### src/adc_i2c_pkg.sv
// Constants, enumerations and carrier structs for the converter serial port
package adc_i2c_pkg;
   // Bus addressing
   localparam logic [2:0] DEV_ADDR_HI = 3'h2;
   localparam logic [6:0] ALERT_RESP_ADDR = 7'h0c;
   localparam logic [4:0] HS_CODE_PREFIX = 5'h01;
   localparam logic [3:0] BITS_PER_BYTE = 4'h8;
   // Address select pin states
   localparam logic [1:0] SEL_GND = 2'h0;
   localparam logic [1:0] SEL_VDD = 2'h1;
   // Pointer codes, low nibble of the pointer byte
   localparam logic [3:0] PTR_RESULT = 4'h0;
   localparam logic [3:0] PTR_ALERT = 4'h1;
   localparam logic [3:0] PTR_CFG = 4'h2;
   localparam logic [3:0] PTR_CYCLE = 4'h3;
   localparam logic [3:0] PTR_UPPER = 4'h4;
   localparam logic [3:0] PTR_LOWER = 4'h5;
   localparam logic [3:0] PTR_HYST = 4'h6;
   // Configuration and alert flag bit positions
   localparam int CFG_POL = 0;
   localparam int CFG_CLR = 1;
   localparam int CFG_DIS = 2;
   localparam int CFG_BUSY = 3;
   localparam int FLAG_LO = 0;
   localparam int FLAG_HI = 1;
   // Reset values
   localparam logic [7:0] CFG_RESET = 8'h00;
   localparam logic [7:0] CYCLE_RESET = 8'h00;
   localparam logic [11:0] UPPER_RESET = 12'hfff;
   localparam logic [11:0] LOWER_RESET = 12'h000;
   localparam logic [11:0] HYST_RESET = 12'h000;
   // APB map
   localparam logic [11:0] APB_RESULT = 12'h000;
   localparam logic [11:0] APB_STATUS = 12'h004;
   localparam logic [11:0] APB_PTR = 12'h008;

   typedef enum logic [2:0] {ST_IDLE, ST_ADDR, ST_ACK, ST_RX, ST_TX, ST_MACK, ST_IGNORE} bus_state_e;

   typedef struct packed {
      logic psel;
      logic penable;
      logic pwrite;
      logic [11:0] paddr;
      logic [31:0] pwdata;
   } apb_req_s;

   typedef struct packed {
      bus_state_e st;
      logic scl_s1, scl_s2, scl_d, sda_s1, sda_s2, sda_d;
      logic [1:0] sel_s1, sel_s2;
      logic [3:0] bit_cnt;
      logic [7:0] shreg, hold, ptr, cfg, alert_st, cyc;
      logic [1:0] byte_idx;
      logic rw, ara, rd_idx, hs_mode, pending;
      logic sda_oe, scl_oe, alert_oe;
      logic [11:0] upper, lower, hyst, result;
      logic pready, pslverr;
      logic [31:0] prdata;
   } port_state_s;

   localparam port_state_s STATE_RESET = '{st: ST_IDLE, scl_s1: 1'b1, scl_s2: 1'b1,
      scl_d: 1'b1, sda_s1: 1'b1, sda_s2: 1'b1, sda_d: 1'b1, cfg: CFG_RESET, cyc: CYCLE_RESET,
      upper: UPPER_RESET, lower: LOWER_RESET, hyst: HYST_RESET, default: '0};
endpackage

### src/adc_i2c_slave_alert_port.sv
// Two-wire slave port with limit alert output and APB side port
//
// Functional notes
// - Own address top three bits are 010
// - Low address bits follow address-select pin state
// - START begins; eight bits shifted MSB first
// - Acknowledge own address, otherwise stay idle
// - Direction bit zero writes, one reads
// - Nine clocks per byte, data changes low
// - Direction fixed by first address byte
// - Lone byte after address loads pointer
// - One byte completes an 8-bit register
// - Two bytes complete a 12-bit register
// - Next byte after register is new pointer
// - Pointer kept across read transfers
// - Byte count of reads depends on register
// - Alert pin shows alert or busy
// - Open-drain alert, polarity from D0, low
// - D2 set disables the alert
// - Answer alert response address only when alerting
// - Alert on result above upper, below lower
// - Clear by D1 write or hysteresis return
// - Slave only, never starts a transfer
// - Ignore high-speed code, note until STOP
// - Stretch SCL on read while converting
`timescale 1ns/1ps
module adc_i2c_slave_alert_port #(
   parameter logic [3:0] ADDR_LOW_GND = 4'h1,
   parameter logic [3:0] ADDR_LOW_VDD = 4'h2,
   parameter logic [3:0] ADDR_LOW_FLOAT = 4'h4
) (
   // Clock and reset
   input wire logic i_sys_clk,
   input wire logic i_sys_rst,
   // Two-wire bus, open drain
   input wire logic i_scl,
   input wire logic i_sda,
   output logic o_scl_oe,
   output logic o_sda_oe,
   // Address select strap: 0 ground, 1 supply, 2 floating
   input wire logic [1:0] i_addr_select_pin,
   // Alert/busy pin, open drain
   output logic o_alert_oe,
   // APB slave
   input wire adc_i2c_pkg::apb_req_s i_apb,
   output logic [31:0] o_prdata,
   output logic o_pready,
   output logic o_pslverr
);
   import adc_i2c_pkg::*;

   port_state_s s;
   port_state_s next_s;
   logic scl_rise, scl_fall, start_det, stop_det;
   logic [6:0] own_addr;
   logic addr_match, ara_hit, hs_code, alert_asserted, pin_asserted;
   logic rx_done, res_wr, two_byte;
   logic [7:0] rd_byte;
   logic [11:0] res_val;

   ////////////////////////////////////////////////////////////////////////////
   // Line events, seen only through the second synchroniser stage
   assign scl_rise = s.scl_s2 && !s.scl_d;
   assign scl_fall = !s.scl_s2 && s.scl_d;
   assign start_det = s.scl_s2 && s.scl_d && s.sda_d && !s.sda_s2;
   assign stop_det = s.scl_s2 && s.scl_d && !s.sda_d && s.sda_s2;

   always_comb begin
      if (s.sel_s2 == SEL_GND) begin
         own_addr = {DEV_ADDR_HI, ADDR_LOW_GND};
      end else if (s.sel_s2 == SEL_VDD) begin
         own_addr = {DEV_ADDR_HI, ADDR_LOW_VDD};
      end else begin
         own_addr = {DEV_ADDR_HI, ADDR_LOW_FLOAT};
      end
   end

   assign alert_asserted = !s.cfg[CFG_DIS] && (|s.alert_st[FLAG_HI:FLAG_LO]);
   // Busy mode follows an outstanding conversion instead of the limit flags
   assign pin_asserted = s.cfg[CFG_BUSY] ? s.pending : alert_asserted;
   assign addr_match = (s.shreg[7:1] == own_addr);
   assign ara_hit = (s.shreg[7:1] == ALERT_RESP_ADDR) && s.shreg[0] && alert_asserted;
   assign hs_code = (s.shreg[7:3] == HS_CODE_PREFIX);
   assign rx_done = (s.st == ST_RX) && scl_fall && (s.bit_cnt == BITS_PER_BYTE);
   assign res_wr = i_apb.psel && i_apb.penable && s.pready && i_apb.pwrite
      && (i_apb.paddr == APB_RESULT);
   assign res_val = i_apb.pwdata[11:0];
   assign two_byte = (s.ptr[3:0] == PTR_RESULT) || (s.ptr[3:0] == PTR_UPPER)
      || (s.ptr[3:0] == PTR_LOWER) || (s.ptr[3:0] == PTR_HYST);

   ////////////////////////////////////////////////////////////////////////////
   // Read byte selection
   always_comb begin
      rd_byte = 8'h00;
      if (s.ara) begin
         rd_byte = {own_addr, 1'b0};
      end else begin
         case (s.ptr[3:0])
            PTR_RESULT: rd_byte = s.rd_idx ? s.result[7:0] :
               {alert_asserted, 3'h0, s.result[11:8]};
            PTR_ALERT: rd_byte = s.alert_st;
            PTR_CFG: rd_byte = s.cfg;
            PTR_CYCLE: rd_byte = s.cyc;
            PTR_UPPER: rd_byte = s.rd_idx ? s.upper[7:0] : {4'h0, s.upper[11:8]};
            PTR_LOWER: rd_byte = s.rd_idx ? s.lower[7:0] : {4'h0, s.lower[11:8]};
            PTR_HYST: rd_byte = s.rd_idx ? s.hyst[7:0] : {4'h0, s.hyst[11:8]};
            default: rd_byte = 8'h00;
         endcase
      end
   end

   ////////////////////////////////////////////////////////////////////////////
   // Next state
   always_comb begin
      next_s = s;
      next_s.scl_s1 = i_scl;
      next_s.scl_s2 = s.scl_s1;
      next_s.scl_d = s.scl_s2;
      next_s.sda_s1 = i_sda;
      next_s.sda_s2 = s.sda_s1;
      next_s.sda_d = s.sda_s2;
      next_s.sel_s1 = i_addr_select_pin;
      next_s.sel_s2 = s.sel_s1;

      // Bus engine; it only ever answers, it never drives a START
      case (s.st)
         ST_ADDR: begin
            if (scl_rise) begin
               next_s.shreg = {s.shreg[6:0], s.sda_s2};
               next_s.bit_cnt = s.bit_cnt + 4'h1;
            end else if (scl_fall && (s.bit_cnt == BITS_PER_BYTE)) begin
               next_s.rw = s.shreg[0];
               next_s.rd_idx = 1'b0;
               next_s.byte_idx = 2'h0;
               if (addr_match || ara_hit) begin
                  next_s.ara = ara_hit && !addr_match;
                  next_s.sda_oe = 1'b1;
                  // A read while converting holds SCL through the ack clock
                  next_s.scl_oe = s.shreg[0] && s.pending;
                  next_s.st = ST_ACK;
               end else begin
                  // Master code is left unanswered; the bus is then high speed
                  next_s.hs_mode = s.hs_mode || hs_code;
                  next_s.st = ST_IGNORE;
               end
            end
         end
         ST_ACK: begin
            if (s.scl_oe && !s.pending) begin
               next_s.scl_oe = 1'b0;
            end
            if (scl_fall && !s.scl_oe) begin
               next_s.bit_cnt = 4'h0;
               if (s.rw) begin
                  next_s.shreg = rd_byte;
                  next_s.sda_oe = !rd_byte[7];
                  next_s.st = ST_TX;
               end else begin
                  next_s.sda_oe = 1'b0;
                  next_s.st = ST_RX;
               end
            end
         end
         ST_RX: begin
            if (scl_rise) begin
               next_s.shreg = {s.shreg[6:0], s.sda_s2};
               next_s.bit_cnt = s.bit_cnt + 4'h1;
            end else if (rx_done) begin
               next_s.sda_oe = 1'b1;
               next_s.st = ST_ACK;
            end
         end
         ST_TX: begin
            if (scl_rise) begin
               next_s.bit_cnt = s.bit_cnt + 4'h1;
               // Released a one but the line is low: lost arbitration
               if (!s.sda_oe && !s.sda_s2) begin
                  next_s.st = ST_IGNORE;
               end
            end else if (scl_fall) begin
               if (s.bit_cnt == BITS_PER_BYTE) begin
                  next_s.sda_oe = 1'b0;
                  next_s.st = ST_MACK;
               end else begin
                  next_s.shreg = {s.shreg[6:0], 1'b0};
                  next_s.sda_oe = !s.shreg[6];
               end
            end
         end
         ST_MACK: begin
            if (scl_rise) begin
               if (s.sda_s2) begin
                  next_s.st = ST_IGNORE;
               end else begin
                  next_s.rd_idx = two_byte && !s.ara && !s.rd_idx;
                  next_s.st = ST_ACK;
               end
            end
         end
         default: begin
         end
      endcase

      // Write bytes: pointer first, then one or two data bytes
      if (rx_done) begin
         if (s.byte_idx == 2'h0) begin
            next_s.ptr = s.shreg;
            next_s.byte_idx = 2'h1;
            if (|s.shreg[7:4]) begin
               next_s.pending = 1'b1;
            end
         end else begin
            next_s.byte_idx = 2'h0;
            case (s.ptr[3:0])
               PTR_ALERT: next_s.alert_st = s.alert_st & ~s.shreg;
               PTR_CFG: begin
                  next_s.cfg = s.shreg & ~(8'h01 << CFG_CLR);
                  if (s.shreg[CFG_CLR]) begin
                     next_s.alert_st = 8'h00;
                  end
               end
               PTR_CYCLE: next_s.cyc = s.shreg;
               default: begin
                  if (s.byte_idx == 2'h1) begin
                     next_s.hold = s.shreg;
                     next_s.byte_idx = 2'h2;
                  end else if (s.ptr[3:0] == PTR_UPPER) begin
                     next_s.upper = {s.hold[3:0], s.shreg};
                  end else if (s.ptr[3:0] == PTR_LOWER) begin
                     next_s.lower = {s.hold[3:0], s.shreg};
                  end else if (s.ptr[3:0] == PTR_HYST) begin
                     next_s.hyst = {s.hold[3:0], s.shreg};
                  end
               end
            endcase
         end
      end

      if (start_det) begin
         next_s.st = ST_ADDR;
         next_s.bit_cnt = 4'h0;
         next_s.sda_oe = 1'b0;
         next_s.scl_oe = 1'b0;
      end else if (stop_det) begin
         next_s.st = ST_IDLE;
         next_s.sda_oe = 1'b0;
         next_s.scl_oe = 1'b0;
         next_s.hs_mode = 1'b0;
      end

      // APB: one wait state, write lands at the edge pready is sampled high
      next_s.pready = 1'b0;
      if (i_apb.psel && i_apb.penable && !s.pready) begin
         next_s.pready = 1'b1;
         next_s.pslverr = 1'b0;
         if (i_apb.paddr == APB_RESULT) begin
            next_s.prdata = {20'h0, s.result};
         end else if (i_apb.paddr == APB_STATUS) begin
            next_s.prdata = {24'h0, s.hs_mode, s.pending, pin_asserted,
               s.cfg[CFG_DIS], 2'h0, s.alert_st[FLAG_HI:FLAG_LO]};
         end else if (i_apb.paddr == APB_PTR) begin
            next_s.prdata = {24'h0, s.ptr};
         end else begin
            next_s.prdata = 32'h0;
            next_s.pslverr = 1'b1;
         end
      end
      // A fresh result ends the conversion; a new request in the same cycle wins
      if (res_wr) begin
         next_s.result = res_val;
         next_s.pending = rx_done && (s.byte_idx == 2'h0) && (|s.shreg[7:4]);
         if (({1'b0, res_val} + {1'b0, s.hyst}) <= {1'b0, s.upper}) begin
            next_s.alert_st[FLAG_HI] = 1'b0;
         end
         if ({1'b0, res_val} >= ({1'b0, s.lower} + {1'b0, s.hyst})) begin
            next_s.alert_st[FLAG_LO] = 1'b0;
         end
         // Set after the clears so an event never gets lost
         if (!s.cfg[CFG_DIS] && (res_val > s.upper)) begin
            next_s.alert_st[FLAG_HI] = 1'b1;
         end
         if (!s.cfg[CFG_DIS] && (res_val < s.lower)) begin
            next_s.alert_st[FLAG_LO] = 1'b1;
         end
      end

      // Active high drives low while idle; released line reads high
      next_s.alert_oe = s.cfg[CFG_POL] ? !pin_asserted : pin_asserted;
   end

   always_ff @(posedge i_sys_clk) begin
      if (i_sys_rst) begin
         s <= STATE_RESET;
      end else begin
         s <= next_s;
      end
   end

   assign o_scl_oe = s.scl_oe;
   assign o_sda_oe = s.sda_oe;
   assign o_alert_oe = s.alert_oe;
   assign o_prdata = s.prdata;
   assign o_pready = s.pready;
   assign o_pslverr = s.pslverr;

   ////////////////////////////////////////////////////////////////////////////
   // Assertions
   a_ack_own_addr: assert property (@(posedge i_sys_clk) disable iff (i_sys_rst)
      (s.st == ST_ADDR && scl_fall && s.bit_cnt == BITS_PER_BYTE && addr_match
         && !start_det && !stop_det) |=> s.sda_oe && s.st == ST_ACK)
      else $error("own address not acknowledged");
   a_no_ack_foreign: assert property (@(posedge i_sys_clk) disable iff (i_sys_rst)
      (s.st == ST_ADDR && scl_fall && s.bit_cnt == BITS_PER_BYTE && !addr_match
         && !ara_hit) |=> !s.sda_oe)
      else $error("foreign address acknowledged");
   a_hs_code_nack: assert property (@(posedge i_sys_clk) disable iff (i_sys_rst)
      (s.st == ST_ADDR && scl_fall && s.bit_cnt == BITS_PER_BYTE && hs_code
         && !stop_det) |=> s.hs_mode && !s.sda_oe)
      else $error("high speed code mishandled");
   a_ptr_load: assert property (@(posedge i_sys_clk) disable iff (i_sys_rst)
      (rx_done && s.byte_idx == 2'h0) |=> s.ptr == $past(s.shreg) && s.byte_idx == 2'h1)
      else $error("pointer byte not loaded");
   a_ptr_kept_read: assert property (@(posedge i_sys_clk) disable iff (i_sys_rst)
      (s.st == ST_TX || s.st == ST_MACK) |=> $stable(s.ptr))
      else $error("pointer changed during read");
   a_stretch_hold: assert property (@(posedge i_sys_clk) disable iff (i_sys_rst)
      (s.scl_oe && s.pending && !start_det && !stop_det) |=> s.scl_oe)
      else $error("clock released while converting");
   a_alert_set: assert property (@(posedge i_sys_clk) disable iff (i_sys_rst)
      (res_wr && !s.cfg[CFG_DIS] && !s.cfg[CFG_BUSY] && res_val > s.upper)
         |=> s.alert_st[FLAG_HI]
         ##1 (s.alert_oe == !s.cfg[CFG_POL]))
      else $error("upper violation not flagged");
   a_disabled_quiet: assert property (@(posedge i_sys_clk) disable iff (i_sys_rst)
      (s.cfg[CFG_DIS] && !s.cfg[CFG_BUSY] && !s.cfg[CFG_POL]) [*2] |-> !s.alert_oe)
      else $error("disabled alert still driven");
   a_cfg_clear: assert property (@(posedge i_sys_clk) disable iff (i_sys_rst)
      (rx_done && s.byte_idx == 2'h1 && s.ptr[3:0] == PTR_CFG && s.shreg[CFG_CLR]
         && !res_wr) |=> s.alert_st == 8'h00)
      else $error("clear bit did not clear alert");
   a_slave_only: assert property (@(posedge i_sys_clk) disable iff (i_sys_rst)
      s.sda_oe |-> (s.st == ST_ACK || s.st == ST_TX))
      else $error("data driven outside a slave slot");
   a_busy_output: assert property (@(posedge i_sys_clk) disable iff (i_sys_rst)
      (s.cfg[CFG_BUSY] && !s.cfg[CFG_POL] && s.pending) |=> s.alert_oe)
      else $error("busy output not driven");
   a_limit_hold: assert property (@(posedge i_sys_clk) disable iff (i_sys_rst)
      (rx_done && s.byte_idx == 2'h1 && s.ptr[3:0] == PTR_UPPER)
         |=> s.byte_idx == 2'h2 && $stable(s.upper))
      else $error("limit written from one byte");
   a_next_pointer: assert property (@(posedge i_sys_clk) disable iff (i_sys_rst)
      (rx_done && (s.byte_idx == 2'h2 || (s.byte_idx == 2'h1 && (s.ptr[3:0] == PTR_ALERT
         || s.ptr[3:0] == PTR_CFG || s.ptr[3:0] == PTR_CYCLE)))) |=> s.byte_idx == 2'h0)
      else $error("next byte not taken as pointer");
   a_read_pairing: assert property (@(posedge i_sys_clk) disable iff (i_sys_rst)
      (s.st == ST_MACK && scl_rise && !s.sda_s2 && two_byte && !s.ara && !s.rd_idx)
         |=> s.rd_idx && s.st == ST_ACK)
      else $error("low byte not selected after high byte");

   c_write_reg: cover property (@(posedge i_sys_clk) disable iff (i_sys_rst)
      rx_done && s.byte_idx == 2'h2);
   c_read_ack: cover property (@(posedge i_sys_clk) disable iff (i_sys_rst)
      s.st == ST_MACK && scl_rise && !s.sda_s2);
   c_stretch: cover property (@(posedge i_sys_clk) disable iff (i_sys_rst)
      $fell(s.scl_oe));
   c_ara: cover property (@(posedge i_sys_clk) disable iff (i_sys_rst)
      $rose(s.ara));
   c_hs_code: cover property (@(posedge i_sys_clk) disable iff (i_sys_rst)
      $rose(s.hs_mode));
endmodule

### config.mk
export PLATFORM = sky130hd
export DESIGN_NAME = adc_i2c_slave_alert_port
export DESIGN_NICKNAME = d
export VERILOG_FILES = /design/src/adc_i2c_pkg.sv /design/src/adc_i2c_slave_alert_port.sv
export SDC_FILE = /design/constraint.sdc
export NUM_CORES = 1
export LEC_CHECK = 0
export BUFFER_PORTS_ARGS = -buffer_cell sky130_fd_sc_hd__buf_2
export CAP_MARGIN = 20
export CORE_MARGIN = 2
export CORE_UTILIZATION = 60
export CTS_BUF_LIST = sky130_fd_sc_hd__clkbuf_16
export DETAILED_ROUTE_END_ITERATION = 7
export GPL_TIMING_DRIVEN = 0
export PLACE_DENSITY = 0.83
export SETUP_SLACK_MARGIN = 0.2
export SYNTH_ARGS = -nofsm -noshare
export SYNTH_HDL_FRONTEND = slang
export SYNTH_SLANG_ARGS = --single-unit
export TNS_END_PERCENT = 5
### constraint.sdc
create_clock -name i_sys_clk -period 9.8 [get_ports i_sys_clk]
set_input_delay 0.98 -clock i_sys_clk [delete_from_list [all_inputs] [get_ports i_sys_clk]]
set_output_delay 0.98 -clock i_sys_clk [all_outputs]
set_load 0.03 [all_outputs]
# Word-level counts from Yosys, hierarchy flattened
# Cells that the tools add are included.
[word_totals] output_inout_bits=37 ff_bits=156 word_cells=269 inputBits=53
[op_classes] n_eq_ne=48 reduce_logical=90 n_lt_le_gt_ge=4 n_addsub=3 bitwise=8 mux=82
[ops] operator="$mux 8" n=13
[ops] operator="$pmux 8 s7" n=1
[ops] operator="$mux 12" n=4
[ops] operator="$mux 3" n=14
[ops] operator="$pmux 12 s3" n=1
[ops] operator="$mux 34" n=1
[ops] operator="$mux 1" n=30
[ops] operator="$ne 2x2->1 const B" n=15
[ops] operator="$logic_and 1x1->1" n=29
[ops] operator="$add 12x12->13" n=2
[ops] operator="$ne 4x4->1 const B" n=6
[ops] operator="$reduce_and 10->1" n=2
[ops] operator="$pmux 8 s2" n=1
[ops] operator="$reduce_and 4->1" n=4
[ops] operator="$reduce_bool 2->1" n=8
[ops] operator="$logic_not 1->1" n=15
[ops] operator="$ne 5x5->1 const B" n=3
[ops] operator="$pmux 3 s5" n=1
[ops] operator="$reduce_and 3->1" n=5
[ops] operator="$reduce_and 5->1" n=3
[ops] operator="$mux 2" n=7
[ops] operator="$reduce_and 7->1" n=2
[ops] operator="$ge 12x13->1" n=1
[ops] operator="$le 13x12->1" n=1
[ops] operator="other kinds (41)" n=66

# Longest topological paths before layout
# Gate-level depths: netlist (run 1).
[logic_depth] word_depth=14 ltp_mapped=16 mapped_depth_nobuf=16

# Least setup slack after synthesis (run 1)
# No wires, ideal clock.
[synth_path] path_type="input-to-reg" startpoint="input i_apb[0] (netlist bit)" endpoint="register s[101] (netlist bit)" t_required_ns=9.652 n_path_buf=0 slack_ns=5.722 stages=16 t_arrival_ns=3.929 setup_ns=0.148 cell_sequence="ha_1 > inv_1 > fa_1 > nor2b_1 > o31a_1 > o31a_1 > o311ai_1 > nand4b_1 > o311ai_0 > ha_1 > a21o_1 > a21o_1 > a2111oi_0 > a211o_1 > a41o_1 > o311ai_0"
[synth_via] elab_chain_len=5 word_cells_on_any_way=7 cone_classes="1 x add/sub; 2 x order compare; 3 x mux; 1 x reduce/logical"
[synth_rtl] item="start, declared" line_no="adc_i2c_slave_alert_port.sv:45" rtl="input wire adc_i2c_pkg::apb_req_s i_apb,"
[synth_rtl] item="$add 12x12->13" line_no="adc_i2c_slave_alert_port.sv:272" rtl="if (({1'b0, res_val} + {1'b0, s.hyst}) <= {1'b0, s.upper}) begin"
[synth_rtl] item="$le 13x12->1" line_no="adc_i2c_slave_alert_port.sv:272"
[synth_rtl] item="$mux 1" line_no="adc_i2c_slave_alert_port.sv:272"
[synth_rtl] item="$mux 1 *" line_no="adc_i2c_slave_alert_port.sv:279" rtl="if (!s.cfg[CFG_DIS] && (res_val > s.upper)) begin"
[synth_rtl] item="$mux 2 *" line_no="adc_i2c_slave_alert_port.sv:269" rtl="if (res_wr) begin"
[synth_rtl] item="end signal, assigned" line_no="adc_i2c_slave_alert_port.sv:295" rtl="s <= next_s;"
[synth_rtl] item="end, declared" line_no="adc_i2c_slave_alert_port.sv:52" rtl="port_state_s s;"
# Every way passes the cells marked *; elsewhere a longest branch is shown, timed or not.
# A chain may end at the register's enable or synchronous reset.

# Worst setup path after layout (run 1)
# Ends and elaborated chain as after synthesis.

==> results of run 1 <==
[logic make-up (layout without fill, tap and decap cells)]
| family | after synthesis | count (layout) | synth area share [%] |
|---|---|---|---|
| and+or+nand+nor | 357 | 357 | 20.56 |
| AOI/OAI and AO/OA | 230 | 230 | 17.34 |
| DFF | 132 | 132 | 30.41 |
| buffers and inverters | 130 | 209 | 7.777 |
| muxes | 89 | 89 | 10.63 |
| adders and majority gates | 79 | 79 | 11.52 |
| xor gates and xnor gates | 17 | 17 | 1.714 |
| other | 1 | 21 | 0.04316 |
[routing by layer]
metal	global-route usage [%]	part of all wire (%)
met5	0	0
met1	43.01	41
met4	15.53	4.6
met3	9.794	10
met2	49.47	44
[sequential cells by signal, indices dropped and copies added (netlist names)]
| register | cells |
|---|---|
| s | 109 |
| o_prdata | 12 |
| o_pslverr | 1 |
| o_scl_oe | 1 |
| o_sda_oe | 1 |
| next_s | 6 |
| o_alert_oe | 1 |
| o_pready | 1 |
[cell type report]
| cell class | count | area share [%] |
|---|---|---|
| buffer | 83 | 5.083 |
| timing repair buffer | 49 | 2.497 |
| multi-input combinational | 792 | 55.41 |
| clock inverter | 13 | 1.656 |
| inverter | 47 | 1.796 |
| antenna | 1 | 0.02548 |
| clock buffer | 17 | 4.332 |
| sequential | 132 | 26.91 |
| tap | 180 | 2.293 |
[power by group]
group          internal, mW  switching [mW]
registers             0.541         0.00387
logic                0.0458          0.0863
clock network         0.396           0.246
[worst min-delay path by stage]
stage | from | to | cells after the start
floorplan | next_s[149] | next_s[148] | 1
global placement | next_s[152] | next_s[151] | 1
detailed placement | next_s[149] | next_s[148] | 1
CTS | next_s[149] | next_s[148] | 1
global route | next_s[152] | next_s[151] | 1
finish | next_s[149] | next_s[148] | 1
[placed cells by master (no fill, tap or decap), types with 6 or more instances in the layout]
cell type / instances
nand2_1: 65
buf_2: 63
mux2i_1: 81
nand2b_1: 10
nand3_1: 21
a21o_1: 11
a211oi_1: 12
nor3_1: 26
o211ai_1: 12
or2_2: 10
o21ai_0: 48
nor2_1: 141
buf_4: 34
conb_1: 20
a21oi_1: 67
nand3b_1: 6
dfxtp_1: 132
inv_1: 48
a2111oi_0: 9
o31ai_1: 7
o21a_1: 6
nand4_1: 10
xor2_1: 8
mux2_2: 6
clkbuf_16: 17
nor4_1: 10
clkbuf_1: 25
xnor2_1: 9
a22oi_1: 8
and2_1: 6
nor2b_1: 17
ha_1: 76
and3_1: 7
[critical path, delay by kind of cell]
family	cells	cell delay (ns)
compound gates	10	2.45
fa+ha+maj	3	0.77
simple gates	2	0.21
buf+inv	2	0.22
[synthesized netlist by cell type (11+ instances only)]
cell type and count:
nor3_1 26, nor2b_1 17, nand2_1 65, mux2i_1 81, dfxtp_1 132, ha_1 76
o21ai_0 48, a21oi_1 67, buf_4 34, nor2_1 141, inv_1 47, o211ai_1 12
a211oi_1 12, clkbuf_1 25, nand3_1 21, buf_2 14, a21o_1 11
==> metrics.yaml, run 1 <==
floorplanning:
  die_area_um2: 15460
  initial_core_util_pct: 62.11
  core-area_um2: 13990
  num_io_pins: 90
  fp-row-count: 43
  die_y_um: 124.3
  die_w_um: 124.3
place:
  io_buffers: 49
  gp_congestion: 1.013
  place_ws_ns: 5.001
  dp_hpwl_um: 19180
  post-place-cells: 1283
  place_area_um2: 9230
power_and_ir_drop:
  p_leak_nw: 3.994
  total_power_mw: 1.319
  vdd_drop_max_uv: 151.6
  powerDensity_nw_per_um2: 134.3
route:
  routed_wl_um: 25580
  detail_route.iter0.violations: 836
  drt-pass1-iter-count: 6
  remaining_drc_errors: 0
  vias: 8129
  routedWlPerCell_um: 19.47
  routed_via_density: 6.186
  ant_nets: 0
setup_path:
  critical_path.endpoint: "s[101]"
  crit_required_ns: 10.08
  reg2reg_to: "s[101]"
  cp-startpoint: "i_apb[0]"
  cpMaxStageDelayCell: "o311ai_1"
  r2r_slack_ns: 5.69
  slowest_delay_ns: 0.47
  path_max_fanout: 4
  critPathCaptureType: "flop"
  reg2regPathDepth: 15
  critPathLaunchType: "input pin"
  arrival_ns: 4.63
  crit_chain: "buf_2 -> ha_1 -> inv_1 -> fa_1 -> nor2b_1 -> o31a_1 -> o31a_1 -> o311ai_1 -> nand4b_1 -> o311ai_0 -> ha_1 -> a21o_1 -> a21o_1 -> a2111oi_0 -> a211o_1 -> a41o_1 -> o311ai_0"
  crit_type: "in2reg"
  crit-reg2reg-launch: "s[46]"
sta:
  rsz0062_at_grt: "no"
  finalSetupTns_ns: 0
  fin_skew_ns: 0.008433
  whs_ns: 0.4188
  fin_crit_ns: 4.355
  slew_viol_final: 0
  fmax_ghz: 0.2296
  setup_ws_ns: 5.445
  final_hold_viol_count: 0
  setup_viol: 0
  relSlewSlack_pct: 45.96
  min_period_over_period_pct: 44.43
  worst_pin_slew_ns: 0.8005
logic_synthesis:
  avgSynthCellArea_um2: 8.395
  ys.flop_type: "dfxtp_1"
  synth_edf_count: 0
  ys_types: 83
  yosysTopAreaCellShare_pct: 30.41
  yosys-top-cells-area: "dfxtp_1 (30%), ha_1 (11%), mux2i_1 (9.3%)"
  yosys_warnings: 0
  async_flop_share_pct: 0
  synth_cells: 1035
  synth_top_cell_by_area: "dfxtp_1"
  syn_area_um2: 8688
  ys_ff_latch: 132
  yosysSeqAreaShare_pct: 30.41
clock_tree:
  htreeDepth: 4
  clock-root-buffer: "clkbuf_16"
  cts.clk_slew.worst_paths_ns: 0.06
  clockBufferDepth: 2
  postCtsHoldBufs: 0
  ctsResizeCount: 0
  cts_tree: "done"
  insertion_delay_ns: 0.43
  cts_sinks: 132
  cts_buffers: 17
  post_cts_buffers: 0
global_routing:
  grt_pass1_vias: 7472
  grt_use_total_pct: 32.78
  antenna_found_initial: 1
  grt_max_degree: 17
  grt_overflow_total: 0
  grt_pass1_wl_um: 39940
run:
  cap_violations: 0
layout:
  seq_area_um2: 2643
  multi_input_area_um2: 5441
  instances_no_fill: 1314
  area_growth_pct: 13.03
  final_util_pct: 70.21
  fin_nets: 1253
  final_area_um2: 9821
  nFillCells: 1144
  drive_gt1_share_pct: 14.74
outcome:
  outcome: "completed"
min_path:
  hold_path.class: "reg2reg"
Power figures use the tool's default switching activity.
==> run 2: changes to the inputs <==
--- a/config.mk
+++ b/config.mk
@@ -8,11 +8,11 @@
 export BUFFER_PORTS_ARGS = -buffer_cell sky130_fd_sc_hd__buf_2
 export CAP_MARGIN = 20
 export CORE_MARGIN = 2
-export CORE_UTILIZATION = 60
+export CORE_UTILIZATION = 54
 export CTS_BUF_LIST = sky130_fd_sc_hd__clkbuf_16
 export DETAILED_ROUTE_END_ITERATION = 7
 export GPL_TIMING_DRIVEN = 0
-export PLACE_DENSITY = 0.83
+export PLACE_DENSITY = 0.79
 export SETUP_SLACK_MARGIN = 0.2
 export SYNTH_ARGS = -nofsm -noshare
 export SYNTH_HDL_FRONTEND = slang
==> constraint.sdc (replaced) <==
create_clock -name i_sys_clk -period 3.95 [get_ports i_sys_clk]
set_input_delay 0.395 -clock i_sys_clk [delete_from_list [all_inputs] [get_ports i_sys_clk]]
set_output_delay 0.395 -clock i_sys_clk [all_outputs]
set_load 0.03 [all_outputs]
==> run 2 against run 1 <==
Cell area increased by 0.84%. Sequential cell count unchanged. Core utilization decreased by 7.6 points. Clock power increased by 130%. Sequential share of layout area decreased by 0.16 points. Total power increased by 140%. First-iteration DRC count increased by 2.5%. Via count increased by 0.15%.
==> metrics.yaml, run 2 (synthesis gave the netlist of run 1 again) <==
setup_path:
  crit_chain: "ha_1 -> nor2b_2 -> o31a_1 -> o31a_1 -> o311ai_4 -> nand4b_1 -> o311ai_2 -> ha_1 -> a21o_1 -> a21o_1 -> a2111oi_4 -> a211o_1 -> a41o_1 -> o311ai_1"
  path_max_fanout: 4
  critPathCaptureType: "flop"
  slowest_delay_ns: 0.41
  arrival_ns: 3.94
  crit_required_ns: 4.22
  crit_type: "reg2reg"
  critPathLaunchType: "flop"
  cpMaxStageDelayCell: "dfxtp_2"
global_routing:
  grt_max_degree: 17
  grt_overflow_total: 0
  grt_pass1_vias: 7486
  grt_use_total_pct: 30.99
  antenna_found_initial: 0
  grt_pass1_wl_um: 40180
layout:
  final_area_um2: 9903
  final_common_cell: "nor2_1"
  largest_register_ffs: 109
  fin_nets: 1255
  layout_common_cells: "nor2_1 (141), dfxtp_1 (129), mux2i_1 (81)"
  n_antenna_cell: 0
  final_util_pct: 62.57
  area_growth_pct: 13.98
  top_register: "s"
  drive_gt1_share_pct: 15.85
clock_tree:
  cts_sinks: 132
  clock-root-buffer: "clkbuf_16"
  htreeDepth: 4
  clockBufferDepth: 2
  cts_tree: "done"
  insertion_delay_ns: 0.43
  cts.clk_slew.worst_paths_ns: 0.06
  cts_buffers: 17
route:
  detail_route.iter0.violations: 857
  routed_wl_um: 26140
  ant_nets: 0
  routedWlPerCell_um: 19.34
  wl_met1_um: 11350
  vias: 8141
  remaining_drc_errors: 0
  routed_via_density: 6.021
  top_layer_used: "met4"
  drt-pass1-iter-count: 5
  wl_met2_um: 11110
  wl_met3_um: 2445
run:
  cap_violations: 0
place:
  io_buffers: 49
  gp_congestion: 0.9701
  dp_hpwl_um: 19340
  place_area_um2: 9275
power_and_ir_drop:
  vdd_drop_max_uv: 318.2
  p_leak_nw: 3.992
  powerDensity_nw_per_um2: 317.2
sta:
  relSlewSlack_pct: 47.58
  whs_ns: 0.1512
  slew_viol_final: 0
  fmax_ghz: 0.2729
  rsz0062_at_grt: "yes"
  fin_skew_ns: 0.009430
  fin_crit_ns: 3.664
  setup_viol: 0
  final_hold_viol_count: 0
  worst_pin_slew_ns: 0.7764
  min_period_over_period_pct: 92.76
floorplanning:
  die_w_um: 130.8
  fp-row-count: 46
  die_y_um: 130.8
  core-area_um2: 15830
  die_area_um2: 17120
  initial_core_util_pct: 54.89
  num_io_pins: 90
min_path:
  hold_path.class: "in2reg"
outcome:
  outcome: "completed"
run 2: cell types whose count changed in the layout (fill, tap and decap cells not counted), moves of 2 or more:
cell,delta
bufinv_16,-2
a2111oi_0,-3
buf_4,+2
clkinv_1,+3
dfxtp_2,+2
clkinv_4,+2
inv_1,-2
dfxtp_1,-3
o311ai_0,-2
run 2: layout make-up:
cell class	instances	area (µm²)
Clock inverter	14	116.4
Tap cell	216	270.3
Inverter	47	176.4
Multi-Input combinational cell	792	5507
Sequential cell	132	2649
Buffer	83	499.2
Fill cell	1379	5924
Clock buffer	17	425.4
Timing Repair Buffer	51	260.3
run 2: path summary, 6_finish.rpt:
path                            cells past startpoint  slack [ns]           to         from
worst min register to register                      1        0.41  next_s[148]  next_s[149]
worst min-delay path                                2        0.15  next_s[149]        i_sda
worst max-delay path                               14        0.29       s[101]        s[48]
worst max register to register                     14        0.29       s[101]        s[48]
run 2: metrics by stage:
stage                     cells  setup TNS [ns]  power, mW  setup slack [ns]
after floorplan            1054               0      1.607            0.4571
after global placement     1319         -0.1016      1.696           -0.1016
after global routing       1352               0      3.234           0.09608
after detailed placement   1319         -0.1960      1.701           -0.1960
final                      1352               0      3.142            0.2861
after CTS                  1350               0      3.135            0.2003
run 2: power by group:
group | switching (mW) | internal (mW)
Combinational | 0.218 | 0.115
Sequential | 0.00924 | 1.34
Clock | 0.604 | 0.853
run 2: what timing repair did:
| item | 4_1_cts | 5_1_grt |
|---|---|---|
| hold buffers | 0 | 0 |
| setup endpoints to repair | 1 | 2 |
| gates resized for setup | 7 | 13 |
| setup buffers | 0 | 2 |
| pin swaps | 0 | 7 |
run 2: worst max-delay path, delay by kind of cell (launching register included):
family | cells | cell delay (ns)
AO/OA/AOI/OAI | 10 | 2.17
adder cells (fa/ha/maj) | 2 | 0.59
flip-flops | 1 | 0.41
AND/OR/NAND/NOR | 2 | 0.34
run 2: routing by layer:
layer	up-vias	track usage, %
met2	438	46.78
met5	-	0
met1	3747	41.89
li1	3858	-
met3	98	6.555
met4	0	15.89
